`src/include/mrz_pkg.sv`:
```
// Shared constants and types for the mode register zero block.
package mrz_pkg;

    // ------------------------------------------------------------------
    // Clock and timing
    // ------------------------------------------------------------------
    localparam int CLK_PERIOD_PS = 8000;
    // Power-down exit times, in picoseconds, plain defaults.
    localparam int T_XP_PS = 6000;
    localparam int T_XPDLL_PS = 24000;
    // Least times round up to whole cycles, never below one.
    localparam int XP_CYC_RAW = (T_XP_PS + CLK_PERIOD_PS - 1) / CLK_PERIOD_PS;
    localparam int XPDLL_CYC_RAW =
        (T_XPDLL_PS + CLK_PERIOD_PS - 1) / CLK_PERIOD_PS;
    localparam logic [7:0] XP_CYC = 8'(XP_CYC_RAW < 1 ? 1 : XP_CYC_RAW);
    localparam logic [7:0] XPDLL_CYC =
        8'(XPDLL_CYC_RAW < 1 ? 1 : XPDLL_CYC_RAW);

    // ------------------------------------------------------------------
    // Command and address layout
    // ------------------------------------------------------------------
    localparam logic [2:0] BANK_MODE_ZERO = 3'h0;
    localparam int ADDR_W = 16;
    localparam int BIT_BL_LO = 0;
    localparam int BIT_CL_LO = 2;
    localparam int BIT_BT = 3;
    localparam int BIT_CL_F0 = 4;
    localparam int BIT_CL_F2 = 6;
    localparam int BIT_TM = 7;
    localparam int BIT_DLL = 8;
    localparam int BIT_WR_F0 = 9;
    localparam int BIT_WR_F2 = 11;
    localparam int BIT_PPD = 12;
    localparam int BIT_BC_OTF = 12;
    localparam logic [15:0] MODE_ZERO_RESET = 16'h0000;

    // ------------------------------------------------------------------
    // Field decoding
    // ------------------------------------------------------------------
    localparam logic [4:0] CL_LO_BASE = 5'h04;
    localparam logic [4:0] CL_HI_BASE = 5'h0b;
    localparam logic [4:0] WR_LO_BASE = 5'h04;
    localparam logic [4:0] WR_MAX = 5'h10;
    localparam logic [2:0] WR_LO_TOP = 3'h4;
    localparam logic [1:0] LAST_PAIR = 2'h3;
    localparam logic [1:0] BC4_WR_PAIR = 2'h1;
    localparam logic [5:0] RL_PIPE = 6'h02;

    // Burst length codes follow the declaration order.
    typedef enum logic [1:0] {
        MRZ_BL8_FIXED,
        MRZ_BL_OTF,
        MRZ_BC4_FIXED,
        MRZ_BL_RSVD
    } mrz_bl_t;

    typedef enum logic [1:0] {
        MRZ_RD_IDLE,
        MRZ_RD_WAIT,
        MRZ_RD_BURST
    } mrz_rd_t;

endpackage

```
`src/rtl/mrz_order.sv`:
```
// Column ordering for one pair of beats of a burst.
`timescale 1ns/1ps
module mrz_order
    import mrz_pkg::*;
(
    input wire logic [2:0] start_col,
    input wire logic [1:0] pair,
    input wire logic interleave,
    input wire logic is_write,
    input wire logic chop,
    output logic [2:0] col_even,
    output logic [2:0] col_odd
);

    // ------------------------------------------------------------------
    // Ordering function
    // ------------------------------------------------------------------
    // Returns the column that lands on the given beat of the burst.
    function automatic logic [2:0] beat_col(input logic [2:0] start,
                                            input logic [2:0] beat,
                                            input logic ilv,
                                            input logic wr,
                                            input logic bc4);
        logic [1:0] low;
        low = start[1:0] + beat[1:0];
        if (wr) begin
            // Writes ignore the low start bits altogether.
            beat_col = bc4 ? {start[2], beat[1:0]} : beat;
        end else if (ilv) begin
            beat_col = start ^ beat;
        end else begin
            // Wrap inside the nibble, then move to the other one.
            beat_col = {start[2] ^ beat[2], low};
        end
    endfunction

    // Two beats per clock, so a pair is one clock of data.
    assign col_even = beat_col(start_col, {pair, 1'b0}, interleave,
                               is_write, chop);
    assign col_odd = beat_col(start_col, {pair, 1'b1}, interleave,
                              is_write, chop);

endmodule // mrz_order

```
`src/rtl/mrz_mode_reg.sv`:
```
// Mode register zero and the read, write and power-down logic it steers.
//
// Rules for this block and for the controller that drives it
// Controller rewrites register only while idle.
// All command lows plus bank zero select it.
// Controller drives reserved bits to zero.
// Bit three picks sequential or interleaved order.
// Low bits pick chop, eight, or on-the-fly.
// Read order follows start column and type.
// Chopped read tri-states last four beat slots.
// Write order ignores start, chop uses bit two.
// Fixed chop write finishes two clocks earlier.
// CAS latency from bits two, four to six.
// Read latency is additive plus CAS latency.
// Controller keeps test mode bit at zero.
// DLL reset bit clears itself after use.
// Controller waits lock time after DLL reset.
// Write recovery plus precharge gives tDAL.
// Controller programs recovery at least tWR.
// Slow exit freezes DLL, needs long exit.
// Fast exit keeps DLL, needs short exit.
// Bit eight high requests a DLL reset.
// Every register write supplies all fields.
// Controller spaces register writes by tMRD.
// Controller waits tMOD before other commands.
// Codes: eight, on-the-fly, chop, reserved.
`timescale 1ns/1ps
module mrz_mode_reg
    import mrz_pkg::*;
#(
    parameter int TRP_CYCLES = 11
) (
    input wire logic clk,
    input wire logic reset,
    input wire logic cke,
    input wire logic cs_n,
    input wire logic ras_n,
    input wire logic cas_n,
    input wire logic we_n,
    input wire logic [2:0] ba,
    input wire logic [15:0] addr,
    input wire logic [4:0] additive_latency,
    output logic [15:0] mode_register_zero,
    output logic [4:0] cas_latency,
    output logic [5:0] read_latency,
    output logic [4:0] write_recovery,
    output logic [5:0] tdal_cycles,
    output logic test_mode,
    output logic dll_reset,
    output logic dll_frozen,
    output logic power_down,
    output logic exit_wait,
    output logic [2:0] rd_col_even,
    output logic [2:0] rd_col_odd,
    output logic rd_dq_oe,
    output logic rd_dqs_oe,
    output logic [2:0] wr_col_even,
    output logic [2:0] wr_col_odd,
    output logic wr_strobe,
    output logic wr_internal
);

    // ------------------------------------------------------------------
    // Decoding helpers
    // ------------------------------------------------------------------
    function automatic logic [4:0] decode_cl(input logic [15:0] mr);
        logic [4:0] code;
        code = {2'h0, mr[BIT_CL_F2:BIT_CL_F0]};
        decode_cl = mr[BIT_CL_LO] ? code + CL_HI_BASE : code + CL_LO_BASE;
    endfunction

    function automatic logic [4:0] decode_wr(input logic [15:0] mr);
        logic [2:0] code;
        code = mr[BIT_WR_F2:BIT_WR_F0];
        if (code == 3'h0) begin
            decode_wr = WR_MAX;
        end else if (code <= WR_LO_TOP) begin
            decode_wr = {2'h0, code} + WR_LO_BASE;
        end else begin
            decode_wr = {1'b0, code, 1'b0};
        end
    endfunction

    // ------------------------------------------------------------------
    // Command decode
    // ------------------------------------------------------------------
    logic busy;
    logic cmd_ok;
    logic is_mrs0;
    logic is_read;
    logic is_write;
    mrz_bl_t bl_mode;
    logic cmd_chop;

    // Pins are sampled on the memory clock itself, so no synchroniser.
    assign cmd_ok = !cs_n && cke && !power_down && !exit_wait;
    assign is_mrs0 = cmd_ok && !ras_n && !cas_n && !we_n
        && ba == BANK_MODE_ZERO;
    assign is_read = cmd_ok && ras_n && !cas_n && we_n;
    assign is_write = cmd_ok && ras_n && !cas_n && !we_n;
    assign bl_mode = mrz_bl_t'(mode_register_zero[BIT_BL_LO+1:BIT_BL_LO]);
    // Reserved length code behaves as fixed eight.
    assign cmd_chop = bl_mode == MRZ_BC4_FIXED
        || (bl_mode == MRZ_BL_OTF && !addr[BIT_BC_OTF]);

    // ------------------------------------------------------------------
    // Mode register and DLL reset
    // ------------------------------------------------------------------
    // Whole word is stored; reserved bits are the controller's concern.
    always_ff @(posedge clk) begin
        if (reset) begin
            mode_register_zero <= MODE_ZERO_RESET;
        end else if (is_mrs0 && !busy) begin
            mode_register_zero <= addr;
        end else if (mode_register_zero[BIT_DLL]) begin
            mode_register_zero[BIT_DLL] <= 1'b0;
        end
    end

    // The DLL reset runs in the cycle after the write, then the bit clears.
    always_ff @(posedge clk) begin
        if (reset) begin
            dll_reset <= 1'b0;
        end else begin
            dll_reset <= is_mrs0 && !busy && addr[BIT_DLL];
        end
    end

    assign cas_latency = decode_cl(mode_register_zero);
    assign read_latency = {1'b0, additive_latency}
        + {1'b0, cas_latency};
    assign write_recovery = decode_wr(mode_register_zero);
    assign tdal_cycles = {1'b0, write_recovery}
        + 6'(TRP_CYCLES);
    assign test_mode = mode_register_zero[BIT_TM];

    // ------------------------------------------------------------------
    // Read burst
    // ------------------------------------------------------------------
    mrz_rd_t rd_state;
    logic [5:0] rd_wait;
    logic [1:0] rd_pair;
    logic [2:0] rd_start;
    logic rd_ilv;
    logic rd_chop;
    logic [2:0] rd_even;
    logic [2:0] rd_odd;

    // One read at a time; the controller spaces bursts.
    always_ff @(posedge clk) begin
        if (reset) begin
            rd_state <= MRZ_RD_IDLE;
            rd_wait <= 6'h00;
            rd_pair <= 2'h0;
            rd_start <= 3'h0;
            rd_ilv <= 1'b0;
            rd_chop <= 1'b0;
        end else begin
            case (rd_state)
                MRZ_RD_IDLE: begin
                    if (is_read) begin
                        rd_state <= MRZ_RD_WAIT;
                        rd_wait <= read_latency - RL_PIPE;
                        rd_pair <= 2'h0;
                        rd_start <= addr[2:0];
                        rd_ilv <= mode_register_zero[BIT_BT];
                        rd_chop <= cmd_chop;
                    end
                end
                MRZ_RD_WAIT: begin
                    if (rd_wait == 6'h00) begin
                        rd_state <= MRZ_RD_BURST;
                    end else begin
                        rd_wait <= rd_wait - 6'h01;
                    end
                end
                MRZ_RD_BURST: begin
                    rd_pair <= rd_pair + 2'h1;
                    if (rd_pair == LAST_PAIR) begin
                        rd_state <= MRZ_RD_IDLE;
                    end
                end
                default: begin
                    rd_state <= MRZ_RD_IDLE;
                end
            endcase
        end
    end

    mrz_order u_rd_order (
        .start_col(rd_start),
        .pair(rd_pair),
        .interleave(rd_ilv),
        .is_write(1'b0),
        .chop(rd_chop),
        .col_even(rd_even),
        .col_odd(rd_odd)
    );

    // Chopped reads keep the slots but float the drivers in the tail.
    always_ff @(posedge clk) begin
        if (reset) begin
            rd_col_even <= 3'h0;
            rd_col_odd <= 3'h0;
            rd_dq_oe <= 1'b0;
        end else if (rd_state == MRZ_RD_BURST) begin
            rd_col_even <= rd_even;
            rd_col_odd <= rd_odd;
            rd_dq_oe <= !(rd_chop && rd_pair[1]);
        end else begin
            rd_dq_oe <= 1'b0;
        end
    end
    assign rd_dqs_oe = rd_dq_oe;

    // ------------------------------------------------------------------
    // Write burst
    // ------------------------------------------------------------------
    logic wr_active;
    logic [1:0] wr_pair;
    logic [2:0] wr_start;
    logic wr_chop;
    logic wr_fixed_bc4;
    logic [2:0] wr_even;
    logic [2:0] wr_odd;
    logic [1:0] wr_done_pair;

    always_ff @(posedge clk) begin
        if (reset) begin
            wr_active <= 1'b0;
            wr_pair <= 2'h0;
            wr_start <= 3'h0;
            wr_chop <= 1'b0;
            wr_fixed_bc4 <= 1'b0;
        end else if (!wr_active) begin
            if (is_write) begin
                wr_active <= 1'b1;
                wr_pair <= 2'h0;
                wr_start <= addr[2:0];
                wr_chop <= cmd_chop;
                wr_fixed_bc4 <= bl_mode == MRZ_BC4_FIXED;
            end
        end else begin
            wr_pair <= wr_pair + 2'h1;
            if (wr_pair == LAST_PAIR) begin
                wr_active <= 1'b0;
            end
        end
    end

    mrz_order u_wr_order (
        .start_col(wr_start),
        .pair(wr_pair),
        .interleave(1'b0),
        .is_write(1'b1),
        .chop(wr_chop),
        .col_even(wr_even),
        .col_odd(wr_odd)
    );

    // Only fixed chop pulls the internal write in; on-the-fly keeps BL8.
    assign wr_done_pair = wr_fixed_bc4 ? BC4_WR_PAIR : LAST_PAIR;

    always_ff @(posedge clk) begin
        if (reset) begin
            wr_col_even <= 3'h0;
            wr_col_odd <= 3'h0;
            wr_strobe <= 1'b0;
            wr_internal <= 1'b0;
        end else begin
            wr_col_even <= wr_even;
            wr_col_odd <= wr_odd;
            wr_strobe <= wr_active && !(wr_chop && wr_pair[1]);
            wr_internal <= wr_active && wr_pair == wr_done_pair;
        end
    end

    assign busy = rd_state != MRZ_RD_IDLE || wr_active;

    // ------------------------------------------------------------------
    // Precharge power-down
    // ------------------------------------------------------------------
    logic cke_q;
    logic [7:0] exit_cnt;

    // Entry only when idle; exit wait depends on the DLL choice.
    always_ff @(posedge clk) begin
        if (reset) begin
            cke_q <= 1'b0;
            power_down <= 1'b0;
            exit_wait <= 1'b0;
            exit_cnt <= 8'h00;
        end else begin
            cke_q <= cke;
            if (!power_down && cke_q && !cke && !busy) begin
                power_down <= 1'b1;
            end else if (power_down && cke) begin
                power_down <= 1'b0;
                exit_wait <= 1'b1;
                exit_cnt <= mode_register_zero[BIT_PPD]
                    ? XP_CYC : XPDLL_CYC;
            end else if (exit_wait) begin
                exit_cnt <= exit_cnt - 8'h01;
                exit_wait <= exit_cnt != 8'h01;
            end
        end
    end
    assign dll_frozen = power_down && !mode_register_zero[BIT_PPD];

    logic [5:0] lat_cnt;
    logic [5:0] rl_q;
    always_ff @(posedge clk) begin
        if (reset) begin
            lat_cnt <= 6'h00;
            rl_q <= 6'h00;
        end else if (is_read && rd_state == MRZ_RD_IDLE) begin
            lat_cnt <= 6'h00;
            rl_q <= read_latency;
        end else begin
            lat_cnt <= lat_cnt + 6'h01;
        end
    end
endmodule // mrz_mode_reg

```
`config.mk`:
```
export PLATFORM = sky130hd
export DESIGN_NAME = mrz_mode_reg
export DESIGN_NICKNAME = d
export VERILOG_FILES = /design/src/include/mrz_pkg.sv /design/src/rtl/mrz_order.sv /design/src/rtl/mrz_mode_reg.sv
export SDC_FILE = /design/constraint.sdc
export NUM_CORES = 1
export LEC_CHECK = 0
export BUFFER_PORTS_ARGS = -buffer_cell sky130_fd_sc_hd__buf_4
export CORE_ASPECT_RATIO = 0.75
export CORE_UTILIZATION = 35
export DETAILED_ROUTE_END_ITERATION = 12
export SYNTH_ARGS = -nofsm -noshare
export SYNTH_HDL_FRONTEND = slang
export SYNTH_SLANG_ARGS = --single-unit
```
`constraint.sdc`:
```
create_clock -name clk -period 5.6 [get_ports clk]
set_clock_uncertainty 0.15 [all_clocks]
set_input_delay 1.12 -clock clk [delete_from_list [all_inputs] [get_ports clk]]
set_output_delay 1.12 -clock clk [all_outputs]
set_load 0.005 [all_outputs]
```
==> impl.org, run 1 <==
** Clocking
- In this run, post-CTS hold repair placed 0 buffers.
- The H-tree generated during clock tree synthesis spans 3 levels.
- Clock-pin slew was measured on the worst setup and hold paths at 60 ps.
- TritonCTS built the clock tree.
- For this design, the sink count on the clock tree is 60.
- Count of instances resized after the clock tree is built :: 0
- Counting the buffers created by CTS gives 9.
- Root buffer cell :: sky130_fd_sc_hd__clkbuf_8
- After clock tree synthesis, the setup repair step added 0 buffers.
- Latest clock arrival within the worst-skew pair :: 340 ps
- Number of buffers on the longest clock path :: 2

** Synthesis
- In the synthesized netlist the dominant register cell turns out to be sky130_fd_sc_hd__dfxtp_1.
- The mapped netlist covers 2940 um2.
- Number of warning messages in the yosys log :: 0
- Flop and latch count out of synthesis :: 60
- Sequential cells were found to cover 40.8% of the synthesized design area.
- After technology mapping, the gate count stands at 343.
- EDFF count, synth :: 0
- Number of library cell types mapped by synthesis :: 47
- A synthesized cell averages 8.58 um2.
- After synthesis, the share of flip-flops with an asynchronous set or reset is 0%.

** Floorplan
- The floorplan step set the die width to 108 um.
- Core area :: 8020 um2
- Once the floorplan was initialized, standard cells occupied 36.7% of the core.
- DIE HEIGHT :: 81.4 um
- During I/O placement, the number of pins put on the boundary was 90.
- In this run the core area contains 28 standard-cell rows.
- Floorplan die area :: 8780 um2

** Placed design
- Total of buffers placed on input and output ports :: 87
- Final Wtd Congestion :: 0.823
- Number of placed cells counting well taps :: a little over 500
- Final HPWL from detailed placement :: about 5.0 mm

** Drt
- The final layout contains routed wiring with a total length of 6.83 mm.
- The count of nets left with antenna violations once routing finished came out at 0.
- In the routed layout, each cell is associated on average with a via count of 4.84.
- Number of vias after detailed routing :: 2,575
- Dividing the detail-routed wire length by the instance count gives 12.8 um.
- For this block, the initial DRC count from the detailed router was 151.
- The first TritonRoute pass finished after 4 iterations.
- In the routed design, unresolved DRC markers number 0.

** Setup path
- CP Capture Point :: read_latency[5]
- Worst endpoint data arrival time :: 2600 ps
- Crit Reg-Reg Endpoint :: rd_wait[3]$_SDFFE_PP0P_
- Launching element type of the critical path :: flop
- In this run the register-to-register setup slack is around 2500 ps.
- Category of the critical setup timing path :: reg2out
- Data required, critical path :: 4330 ps
- The worst register-to-register path has a depth of 13.
- STA classifies the critical path endpoint as an output port.
- RR Startpoint :: mode_register_zero[4]$_SDFFE_PP0P_
- Worst-path maximum fanout :: 6
- Timing startpoint of the critical path :: mode_register_zero[4]$_SDFFE_PP0P_

** Power and ir drop
- Of the total power, the share spent switching nets is 23.2%.
- Portion of total power attributed to sequential cells :: 48.3%
- For this design the ratio of total power to cell area is 239 nW/um2.
- Proportion of power drawn by the clock network :: 42.9%
- Summed over all cells, the static leakage comes to about 1.7 nW.
- Gate power share :: under 10%
- The worst-case IR drop observed on VDD is 0.121 mV.
- Cell internal pwr :: 0.702 mW
- Summed over all nets, the switching power comes to 0.212 mW.

** Run status
- Run status :: complete, no violations

** GRT
- Across every metal layer, demand over resource in global routing totals 16.6%.
- Antenna violations before repair :: 0
- The first global-routing pass estimated between 10 and 15 mm of wire.
- Maximum number of pins on one net before global-route repair :: 53
- The total overflow left after global routing is 0.
- Number of global-route vias before repair :: roughly 2,300

** Timing
- After layout, the minimum clock period comes to around 3900 ps.
- In the final timing run, aggregate negative setup slack is 0 ps.
- RSZ-0062 raised after global routing :: false
- The number of hold violations in the final report was 0.
- Top achievable clock speed :: 259 MHz
- Max-slew headroom :: 61.9%
- Least-Margin Pin Slew :: 571 ps
- The number of pins exceeding their max-slew limit in the final report was 0.
- Setup violations remaining at the end of the flow were counted as 0.
- Period utilization :: 69.1%

** Finish
- Most frequent standard cell in the layout excluding fill and tap cells :: sky130_fd_sc_hd__buf_4
- The post-route netlist has 25.8% of its cells at a drive strength greater than 1.
- The top cell types in the final layout, fill and taps aside, are 88 x sky130_fd_sc_hd__buf_4, 60 x sky130_fd_sc_hd__dfxtp_1, 45 x sky130_fd_sc_hd__nor2_1.
- Diode count :: 0
- Compared with the post-synthesis result, the final layout area differs by 30.0%.
- Count of non-filler cells in the finished layout :: roughly 530
- In the final design database the tool counted around 470 nets.

** Run
- Max-cap violations in this run came to 0.

** Worst hold path
- The min-delay analysis places its worst path in the category reg2reg.
[routing by layer]
metal | global-route usage (%) | wire length [um] | part of all wire, %
met1 | 22.6 | 3410 | 50
met5 | 0 | 0 | 0
met3 | 5.63 | 439 | 6.4
met4 | 4.93 | 55 | 0.81
met2 | 24.9 | 2920 | 43
[area by class of cell]
cell class / count / area [um2]
fill: 802 / 4200
clock inverter: 4 / 47.5
sequential: 60 / 1200
timing repair buffer: 88 / 661
clock buffer: 12 / 155
inverter: 15 / 56.3
tap: 105 / 131
multi-input combinational: 248 / 1570
[kinds of logic (layout without fill, tap and decap cells)]
logic type	count (synthesis)	after routing	synth area share, %
fa+ha+maj	16	16	7.06
buf+inv	36	119	5.82
other cells	1	2	0.127
flops	60	60	40.8
mux	21	21	7.14
simple gates	137	137	22.8
xor+xnor	14	14	4.17
compound gates	58	58	12.1
[through the flow]
step	utilization [%]	hold WS (ps)	power (mW)	setup slack, ps	area (um2)
floorplan	-	266	0.496	2180	2950
global placement	45.2	293	0.530	1950	3620
detailed placement	45.2	299	0.531	1920	3620
CTS	47.7	309	0.924	1710	3830
global route	47.7	347	0.955	1510	3830
finish	47.7	305	0.914	1730	3830
[worst min path at each step]
stage | start | endpoint | cells after the start
global placement | rd_col_odd[1]$_SDFFE_PP0P_ | rd_col_odd[1]$_SDFFE_PP0P_ | 2
global route | rd_col_odd[1]$_SDFFE_PP0P_ | rd_col_odd[1]$_SDFFE_PP0P_ | 2
floorplan | rd_chop$_SDFFE_PP0P_ | rd_dq_oe$_SDFF_PP0_ | 1
finish | rd_col_odd[1]$_SDFFE_PP0P_ | rd_col_odd[1]$_SDFFE_PP0P_ | 2
detailed placement | rd_col_odd[1]$_SDFFE_PP0P_ | rd_col_odd[1]$_SDFFE_PP0P_ | 2
CTS | rd_col_odd[1]$_SDFFE_PP0P_ | rd_col_odd[1]$_SDFFE_PP0P_ | 2
[cell usage after synthesis (all sizes together) (4+ instances only)]
master | number | area, um2
and3 | 4 | 30.0
xnor2 | 6 | 52.6
nor2b | 7 | 43.8
o21ai | 8 | 40.0
clkbuf | 11 | 41.3
mux2i | 21 | 210
ha | 15 | 188
nand2b | 9 | 56.3
nor2 | 45 | 169
nand3 | 15 | 75.1
a21oi | 30 | 150
inv | 15 | 56.3
nor3 | 6 | 30.0
nand2 | 30 | 113
buf | 10 | 73.8
nor3b | 4 | 30.0
xor2 | 8 | 70.1
dfxtp | 60 | 1200
o211ai | 4 | 30.0
[registers in the layout (all words and copies together) (netlist names), 2 cells and up]
name                count
mode_register_zero     16
exit_cnt                8
rd_wait                 6
rd_col_even             3
rd_start                3
rd_col_odd              2
rd_pair                 2
rd_state                2
wr_col_odd              2
wr_pair                 2
[power groups by stage]
stage / registers, mW / logic [mW] / clock network (mW)
after floorplan: 0.449 / 0.0468 / 0
after global placement: 0.451 / 0.0797 / 0
after detailed placement: 0.451 / 0.0803 / 0
after CTS: 0.441 / 0.0808 / 0.402
after global routing: 0.442 / 0.0901 / 0.423
final: 0.441 / 0.0811 / 0.392
[critical path, cell delays in order, from the launching register on]
cell and delay [ps]:
sky130_fd_sc_hd__dfxtp_1 410, sky130_fd_sc_hd__inv_1 60, sky130_fd_sc_hd__ha_1 190, sky130_fd_sc_hd__inv_1 50, sky130_fd_sc_hd__ha_1 210, sky130_fd_sc_hd__nand2_1 60
sky130_fd_sc_hd__o21ai_0 120, sky130_fd_sc_hd__ha_1 350, sky130_fd_sc_hd__or2_1 240, sky130_fd_sc_hd__and3_4 210, sky130_fd_sc_hd__o22a_2 220, sky130_fd_sc_hd__buf_4 140
Power figures use the tool's default switching activity.
==> inputs of run 2 (changes only) <==
==> constraint.sdc (replaced) <==
create_clock -name clk -period 3.5 [get_ports clk]
set_clock_uncertainty 0.15 [all_clocks]
set_input_delay 0.7 -clock clk [delete_from_list [all_inputs] [get_ports clk]]
set_output_delay 0.7 -clock clk [all_outputs]
set_load 0.005 [all_outputs]
==> impl.org, run 2 (same netlist as run 1, synthesis figures left out) <==
** Run status
- The flow ran to the end, and the final reports show no timing, DRC or antenna violations.

** GRT
- Antenna violations before repair :: 0 (unchanged)
- The first-pass GRT wire length came to 11.3 mm (+0.80%).
- Grt ovf :: 0 (unchanged)
- Total GRT Usage :: 16.8% (+0.17 points)
- Maximum number of pins on one net before global-route repair :: 53 (unchanged)
- Number of global-route vias before repair :: 2,362 (+4.0%)

** Clocking
- CTS Buf Count :: 9 (unchanged)
- The tree is rooted in a sky130_fd_sc_hd__clkbuf_8.
- Number of buffers on the longest clock path :: 2 (unchanged)
- The clock transition at the registers of the reported paths came to 70 ps (about the same).
- TritonCTS built the clock tree.
- The clock insertion delay at the later pin of the skew report was 340 ps (about the same).
- The number of levels in the clock H-tree is 3 (unchanged).
- TritonCTS Sinks :: 60 (unchanged)

** Drt
- The first-pass iteration count of the detailed router is 4 (unchanged).
- Number of DRC violations after detailed routing :: 0 (unchanged)
- Number of DRC violations after detailed-routing iteration 0 :: 136 (-9.9%)
- The count of nets left with antenna violations after detail routing came to 0 (unchanged).
- The via density per instance was 4.92 (+1.7%).
- The number of vias in the routed layout is 2,623 (+1.9%).
- The average wire length per cell after detail routing came to 13.2 um (+3.1%).
- Total wire length after detailed routing :: 7.05 mm (+3.3%)

** Power and ir drop
- The post-layout total power is 1.53 mW (+67%).
- VDD IR-drop max :: 0.180 mV (+48%)
- The static power due to leakage came to 1.73 nW (+0.98%).
- The total power density per cell area was 396 nW/um2 (+66%).

** Timing
- The number of hold violations in the final report is 0 (unchanged).
- The tightest hold margin came to 302 ps (-2.83 ps).
- After layout, the worst path uses 95.7% of the clock period.
- Number of max-slew violations in the final report :: 0 (unchanged)
- Endpoints failing setup :: 0 (unchanged)
- Derived from the worst setup path, the maximum achievable clock frequency is 298 MHz.
- Setup repair after global routing left no endpoint under its margin.
- Least-Margin Pin Slew :: 576 ps (+4.75 ps)
- Final sum of negative setup slack :: 0 ps (unchanged)
- Shortest clock period the worst path allows after layout :: 3350 ps
- The remaining max-slew budget at the tightest pin came to 61.6% (-0.32 points).

** Setup path
- RR Startpoint :: mode_register_zero[4]$_SDFFE_PP0P_
- The instance count on the critical path came to 8 (-3).
- Register-to-Register Setup Slack :: 390 ps (-2140 ps)
- The data required time at the worst endpoint is 2650 ps (-1680 ps).
- The stage delay of the slowest cell on the critical path is 370 ps (-40 ps).
- In this design, the critical path's most frequently occurring cell is sky130_fd_sc_hd__ha_1.
- The data arrival at the endpoint of the critical path is 2500 ps (-100 ps).
- The biggest fanout along the worst timing path came to 6 (unchanged).
- STA classifies the critical path endpoint as an output port.
- On the critical path, the stage with the largest delay is an instance of sky130_fd_sc_hd__dfxtp_4.
- The critical path ends at read_latency[5].
- Number of cell instances on the worst register-to-register path :: 14 (+1)
- The cell family contributing the most delay on the critical path is compound AO/OA/AOI/OAI gates.
- The signal on the critical path passes through inv_1, ha_1, a21oi_1, ha_1, a211o_1, and3_4, o22a_2, buf_4.
- Category of the critical setup timing path :: reg2out
- The critical path starts at mode_register_zero[4]$_SDFFE_PP0P_.
- Crit Reg-Reg Endpoint :: rd_wait[3]$_SDFFE_PP0P_
- The worst setup path is launched from a flop.
- The total buffers and inverters traversed by the critical path came to 2 (-1).

** Finish
- Number of flip-flops in the largest register :: 16 (unchanged)
- Most frequent standard cell in the layout excluding fill and tap cells :: sky130_fd_sc_hd__buf_4
- Share of final-layout standard cells stronger than drive strength 1 :: 26.6% (+0.87 points)
- Leaving out fill and tap cells, the most frequent cells in the layout are 89 x sky130_fd_sc_hd__buf_4, 58 x sky130_fd_sc_hd__dfxtp_1, 45 x sky130_fd_sc_hd__nor2_1.
- In the final layout, the registers with the most flip-flops are mode_register_zero (16), exit_cnt (8), rd_wait (6).
- Register containing the most flip-flops in the final layout :: mode_register_zero
- Area growth, synth to finish :: 31.0%
- Net count reported at finish :: 470 (+0.21%)
- The number of diodes was 0 (unchanged).

** Run
- Maximum capacitance violations :: 0 (unchanged)

** Floorplan
- Core area :: 8020 um2 (unchanged)
- The die width was 108 um (unchanged).
- The count of boundary I/O pins came to 90 (unchanged).
- The vertical die dimension came to 81.4 um (unchanged).
- The area of the die is 8780 um2 (unchanged).
- The starting density of the core is 36.7% (unchanged).
- Rows :: 28 (unchanged)

** Placed design
- The final weighted congestion in routability-driven placement is 0.852 (+3.5%).
- The number of port buffers was 87 (unchanged).
- The post-DP HPWL came to 5.08 mm (+1.2%).

** Worst hold path
- In this run the worst hold path is classified as reg2reg.
[run 2: cell types whose count changed in the layout (fill, tap and decap cells not counted), sizes merged]
cell | previous run | this run
buf | 88 | 89
bufinv | 1 | 2
clkbuf | 12 | 11
clkinv | 2 | 3
clkinvlp | 1 | 0
[run 2: power breakdown]
part,switching (mW),total [mW],leakage [nW],internal [mW]
Clock,0.273,0.690,0.113,0.417
Sequential,0.0117,0.705,0.486,0.693
Combinational,0.0663,0.131,1.13,0.0646
Total,0.351,1.53,1.73,1.17
[run 2: how the worst min path moves through the flow]
| stage | from | cells after the start | end |
|---|---|---|---|
| after floorplan | rd_chop$_SDFFE_PP0P_ | 1 | rd_dq_oe$_SDFF_PP0_ |
| after global placement | rd_col_odd[1]$_SDFFE_PP0P_ | 2 | rd_col_odd[1]$_SDFFE_PP0P_ |
| after detailed placement | rd_chop$_SDFFE_PP0P_ | 1 | rd_dq_oe$_SDFF_PP0_ |
| after CTS | rd_chop$_SDFFE_PP0P_ | 1 | rd_dq_oe$_SDFF_PP0_ |
| after global routing | rd_chop$_SDFFE_PP0P_ | 1 | rd_dq_oe$_SDFF_PP0_ |
| final | rd_chop$_SDFFE_PP0P_ | 1 | rd_dq_oe$_SDFF_PP0_ |
[run 2: routing by layer]
| layer | part of all wire [%] | vias to the layer above | GRT usage (%) |
|---|---|---|---|
| li1 | - | 1330 | - |
| met1 | 49 | 1177 | 22.0 |
| met2 | 42 | 100 | 24.9 |
| met3 | 6.7 | 16 | 5.48 |
| met4 | 2.4 | 0 | 8.08 |
| met5 | 0 | - | 0 |
[run 2: through the flow]
| step | std cells | util [%] | instance area, um2 | worst slack (ps) |
|---|---|---|---|---|
| after detailed placement | 516 | 45.2 | 3620 | 393 |
| final | 533 | 48.1 | 3860 | 149 |
| after global placement | 516 | 45.2 | 3620 | 491 |
| after global routing | 533 | 48.1 | 3860 | 13.4 |
| after floorplan | 344 | - | 2950 | 542 |
| after CTS | 532 | 47.9 | 3840 | 22.7 |
[run 2: final cells by class]
| class | instances | area [um2] |
|---|---|---|
| well taps | 105 | 131 |
| fillers | 799 | 4170 |
| inverters | 15 | 56.3 |
| clock buffers | 11 | 141 |
| repair buffers | 89 | 668 |
| multi-input cells | 248 | 1580 |
| flip-flops and latches | 60 | 1210 |
| clock inverters | 5 | 75.1 |
[run 2: timing repair]
action / in CTS / in global routing
buffers inserted: 0 / 1
setup endpoints to repair: 0 / 2
hold buffers: 0 / 0
resized for setup: 0 / 5
==> inputs of run 3 (changes only) <==
--- a/config.mk
+++ b/config.mk
@@ -9,6 +9,7 @@
 export CORE_ASPECT_RATIO = 0.75
 export CORE_UTILIZATION = 35
 export DETAILED_ROUTE_END_ITERATION = 12
+export SETUP_SLACK_MARGIN = 0.1
 export SYNTH_ARGS = -nofsm -noshare
 export SYNTH_HDL_FRONTEND = slang
 export SYNTH_SLANG_ARGS = --single-unit
==> constraint.sdc (replaced) <==
create_clock -name clk -period 4.05 [get_ports clk]
set_clock_uncertainty 0.15 [all_clocks]
set_input_delay 0.81 -clock clk [delete_from_list [all_inputs] [get_ports clk]]
set_output_delay 0.81 -clock clk [all_outputs]
set_load 0.005 [all_outputs]
==> impl.org, run 3 (same netlist as run 1, synthesis figures left out) <==
** Worst hold path
- Hold path endpoint :: rd_col_odd[1]$_SDFFE_PP0P_
- The worst hold path cell count came to 2 (+1).
- The tightest min-delay check is of the reg2reg type.
- The startpoint identified for the worst hold timing path is rd_col_odd[1]$_SDFFE_PP0P_.

** Timing
- The remaining max-slew budget at the tightest pin came to 61.4% (-0.22 points).
- Subtracting the final worst setup slack from the clock period gives 3550 ps.
- Top achievable clock speed :: 282 MHz
- Endpoints failing setup :: 0 (unchanged)
- Setup repair after global routing left no endpoint under its margin.
- Final critical-path setup slack :: 503 ps (+354 ps)
- In the finished design, the share of the clock period the worst path needs comes to 87.6%.
- The slew at the pin with the worst max-slew slack was 578 ps (+2.16 ps).
- Final sum of negative setup slack :: 0 ps (unchanged)
- The number of hold violations in the final report was 0 (unchanged).
- Number of max-slew violations in the final report :: 0 (unchanged)

** Power and ir drop
- The highest ir drop seen on vdd is 0.151 mV (-16%).
- Reported leakage power :: 1.73 nW (-0.44%)
- Power density over cell area :: 339 nW/um2 (-14%)

** Clocking
- The root buffer cell chosen for the clock tree is sky130_fd_sc_hd__clkbuf_8.
- Setup bufs post-CTS :: 0 (unchanged)
- The clock insertion delay at the later pin of the skew report is 340 ps (about the same).
- CTS tree :: built
- The number of gates given a new drive strength after cts is 0 (unchanged).
- The number of buffers inserted during clock tree synthesis came to 9 (unchanged).
- Number of buffers on the longest clock path :: 2 (unchanged)
- The number of clock sinks seen by CTS came to 60 (unchanged).
- The number of levels in the clock H-tree came to 3 (unchanged).
- The number of buffers added to fix hold violations after cts was 0 (unchanged).
- The clock transition at the registers of the reported paths is 70 ps (about the same).

** Drt
- The highest metal layer carrying signal wires in the routed design is met4.
- The number of vias in the routed layout is 2,573 (-1.9%).
- The wire length on met2 came to 3.05 mm (+3.1%).
- Length of routed wiring on met1 :: 3.37 mm (-2.2%)
- Drt via density :: 4.84 (-1.7%)
- The count of nets left with antenna violations after detail routing came to 0 (unchanged).
- The average wire length per cell after detail routing was 13.1 um (-1.1%).
- The length of routed met3 wiring came to 443 um (-6.3%).
- The total length of routed wires came to 6.96 mm (-1.3%).
- Drt first pass iters :: 4 (unchanged)
- The violation count after the first detailed-routing iteration is 111 (-18%).
- Number of DRC violations after detailed routing :: 0 (unchanged)

** Finish
- The library cell used most frequently in the layout, excluding fill and tap cells, is sky130_fd_sc_hd__buf_4.
- Fillers :: 772 (-3.4%)
- The share of post-route cells with drive strength above 1 is 26.0% (-0.64 points).
- The register with the most flip-flops in the final layout is mode_register_zero.
- Diode count :: 0 (unchanged)
- Net count reported at finish :: 469 (-0.21%)
- Number of flip-flops in the largest register :: 16 (unchanged)
- The largest registers in the layout are mode_register_zero (16), exit_cnt (8), rd_wait (6).
- The final design area excluding fillers is 3840 um2 (-0.29%).
- Area growth, synth to finish :: 30.7%
- Most frequent cells in the layout :: 88 x sky130_fd_sc_hd__buf_4, 60 x sky130_fd_sc_hd__dfxtp_1, 45 x sky130_fd_sc_hd__nor2_1

** Floorplan
- DIE HEIGHT :: 81.4 um (unchanged)
- Starting Density :: 36.7% (unchanged)
- The count of boundary I/O pins came to 90 (unchanged).
- Floorplan die width :: 108 um (unchanged)
- The core area came to 8020 um2 (unchanged).
- The area of the die was 8780 um2 (unchanged).
- The number of cell rows came to 28 (unchanged).

** Placed design
- The final weighted congestion in routability-driven placement came to 0.793 (-6.9%).
- Total of buffers placed on input and output ports :: 87 (unchanged)
- Post-Place Cell Area :: 3620 um2 (unchanged)
- Pre-CTS WS :: 860 ps (+468 ps)
- Final HPWL from detailed placement :: 5.04 mm (-0.92%)

** GRT
- The pin count of the biggest net entering global routing was 53 (unchanged).
- The number of antenna violations at the first check in global routing came to 0 (unchanged).
- The first-pass GRT wire length was 11.0 mm (-2.1%).
- The via count of the first global-routing pass was 2,266 (-4.1%).
- The final global-route overflow total came to 0 (unchanged).
- The aggregate global-route resource usage was 16.4% (-0.37 points).

** Setup path
- Crit Reg-Reg Endpoint :: rd_wait[3]$_SDFFE_PP0P_
- The worst register-to-register path begins at mode_register_zero[4]$_SDFFE_PP0P_.
- Worst-path maximum fanout :: 6 (unchanged)
- The total buffers and inverters traversed by the critical path came to 3 (+1).
- The slowest stage of the critical path is the sky130_fd_sc_hd__dfxtp_1 cell.
- Most used cell along the critical path :: sky130_fd_sc_hd__ha_1
- Data required, critical path :: 3090 ps (+440 ps)
- Broken down by cell family, the worst path's largest delay share belongs to adder cells.
- Register-to-Register Setup Slack :: 960 ps (+570 ps)
- The worst-case reg-to-reg path depth was 13 (-1).
- The critical path is of the reg2out type.
- Launching element type of the critical path :: flop
- The signal on the critical path passes through inv_1, ha_1, inv_1, ha_1, nand2_1, o21ai_0, ha_1, or2_1, and3_4, o22a_2, buf_4.
- Endpoint class of the critical path :: output port
- The stage delay of the slowest cell on the critical path is 430 ps (+60 ps).
- The data arrival at the endpoint of the critical path came to 2590 ps (+90 ps).

** Run status
- The run finished with clean final reports.

** Run
- The reported max-cap violation count is 0 (unchanged).
## run 3: changes by cell type in the layout (fill, tap and decap cells not counted)
cell / delta
sky130_fd_sc_hd__clkbuf_8: +3
sky130_fd_sc_hd__bufinv_16: -1
sky130_fd_sc_hd__a21oi_2: -1
sky130_fd_sc_hd__dfxtp_1: +2
sky130_fd_sc_hd__buf_4: -1
sky130_fd_sc_hd__clkinv_2: -2
sky130_fd_sc_hd__clkbuf_1: -1
sky130_fd_sc_hd__a21oi_1: +1
sky130_fd_sc_hd__o21ai_0: +1
sky130_fd_sc_hd__o21ai_1: -1
sky130_fd_sc_hd__dfxtp_2: -1
sky130_fd_sc_hd__dfxtp_4: -1
sky130_fd_sc_hd__clkinvlp_4: +1
## run 3: how the worst max path moves through the flow
stage / from / endpoint / cells past startpoint
finish: mode_register_zero[4]$_SDFFE_PP0P_ / read_latency[5] / 11
global route: mode_register_zero[4]$_SDFFE_PP0P_ / read_latency[5] / 11
CTS: mode_register_zero[4]$_SDFFE_PP0P_ / read_latency[5] / 11
detailed placement: mode_register_zero[4]$_SDFFE_PP0P_ / read_latency[5] / 11
global placement: mode_register_zero[4]$_SDFFE_PP0P_ / read_latency[5] / 11
floorplan: mode_register_zero[4]$_SDFFE_PP0P_ / read_latency[5] / 11
## run 3: routing by layer
layer	vias to the layer above	GRT usage [%]
met4	0	5.75
li1	1328	-
met2	92	25.0
met3	11	5.08
met1	1142	22.0
met5	-	0
## run 3: final cells by class
type / instances / area (um2) / share of cell area, %
clock buffers: 13 / 179 / 4.65
clock inverters: 3 / 42.5 / 1.11
inverters: 15 / 56.3 / 1.46
multi-input cells: 248 / 1570 / 40.9
flip-flops and latches: 60 / 1200 / 31.2
well taps: 105 / 131 / 3.42
repair buffers: 88 / 661 / 17.2
## run 3: worst reg2reg max path, stage by stage (launching register included)
cell and delay [ps]:
sky130_fd_sc_hd__dfxtp_1 430, sky130_fd_sc_hd__inv_1 70, sky130_fd_sc_hd__ha_1 190, sky130_fd_sc_hd__inv_1 50, sky130_fd_sc_hd__ha_1 210, sky130_fd_sc_hd__nand2_1 60
sky130_fd_sc_hd__o21ai_0 110, sky130_fd_sc_hd__ha_1 350, sky130_fd_sc_hd__xor2_1 240, sky130_fd_sc_hd__inv_1 90, sky130_fd_sc_hd__ha_1 220, sky130_fd_sc_hd__or3_1 370
sky130_fd_sc_hd__a311o_1 350, sky130_fd_sc_hd__a21oi_1 130
## run 3: through the flow
| stage | power (mW) | utilization, % | std cells | hold WS, ps |
|---|---|---|---|---|
| floorplan | 0.686 | - | 344 | 266 |
| global placement | 0.734 | 45.2 | 516 | 293 |
| detailed placement | 0.735 | 45.2 | 516 | 300 |
| CTS | 1.32 | 47.9 | 532 | 310 |
| global route | 1.37 | 47.9 | 532 | 328 |
| finish | 1.30 | 47.9 | 532 | 310 |
## run 3: power by group
| group | internal [mW] | total, mW | switching, mW | leakage [nW] |
|---|---|---|---|---|
| Combinational | 0.0551 | 0.112 | 0.0566 | 1.13 |
| Clock | 0.350 | 0.581 | 0.230 | 0.112 |
| Sequential | 0.600 | 0.610 | 0.0104 | 0.485 |
| Total | 1.01 | 1.30 | 0.297 | 1.73 |
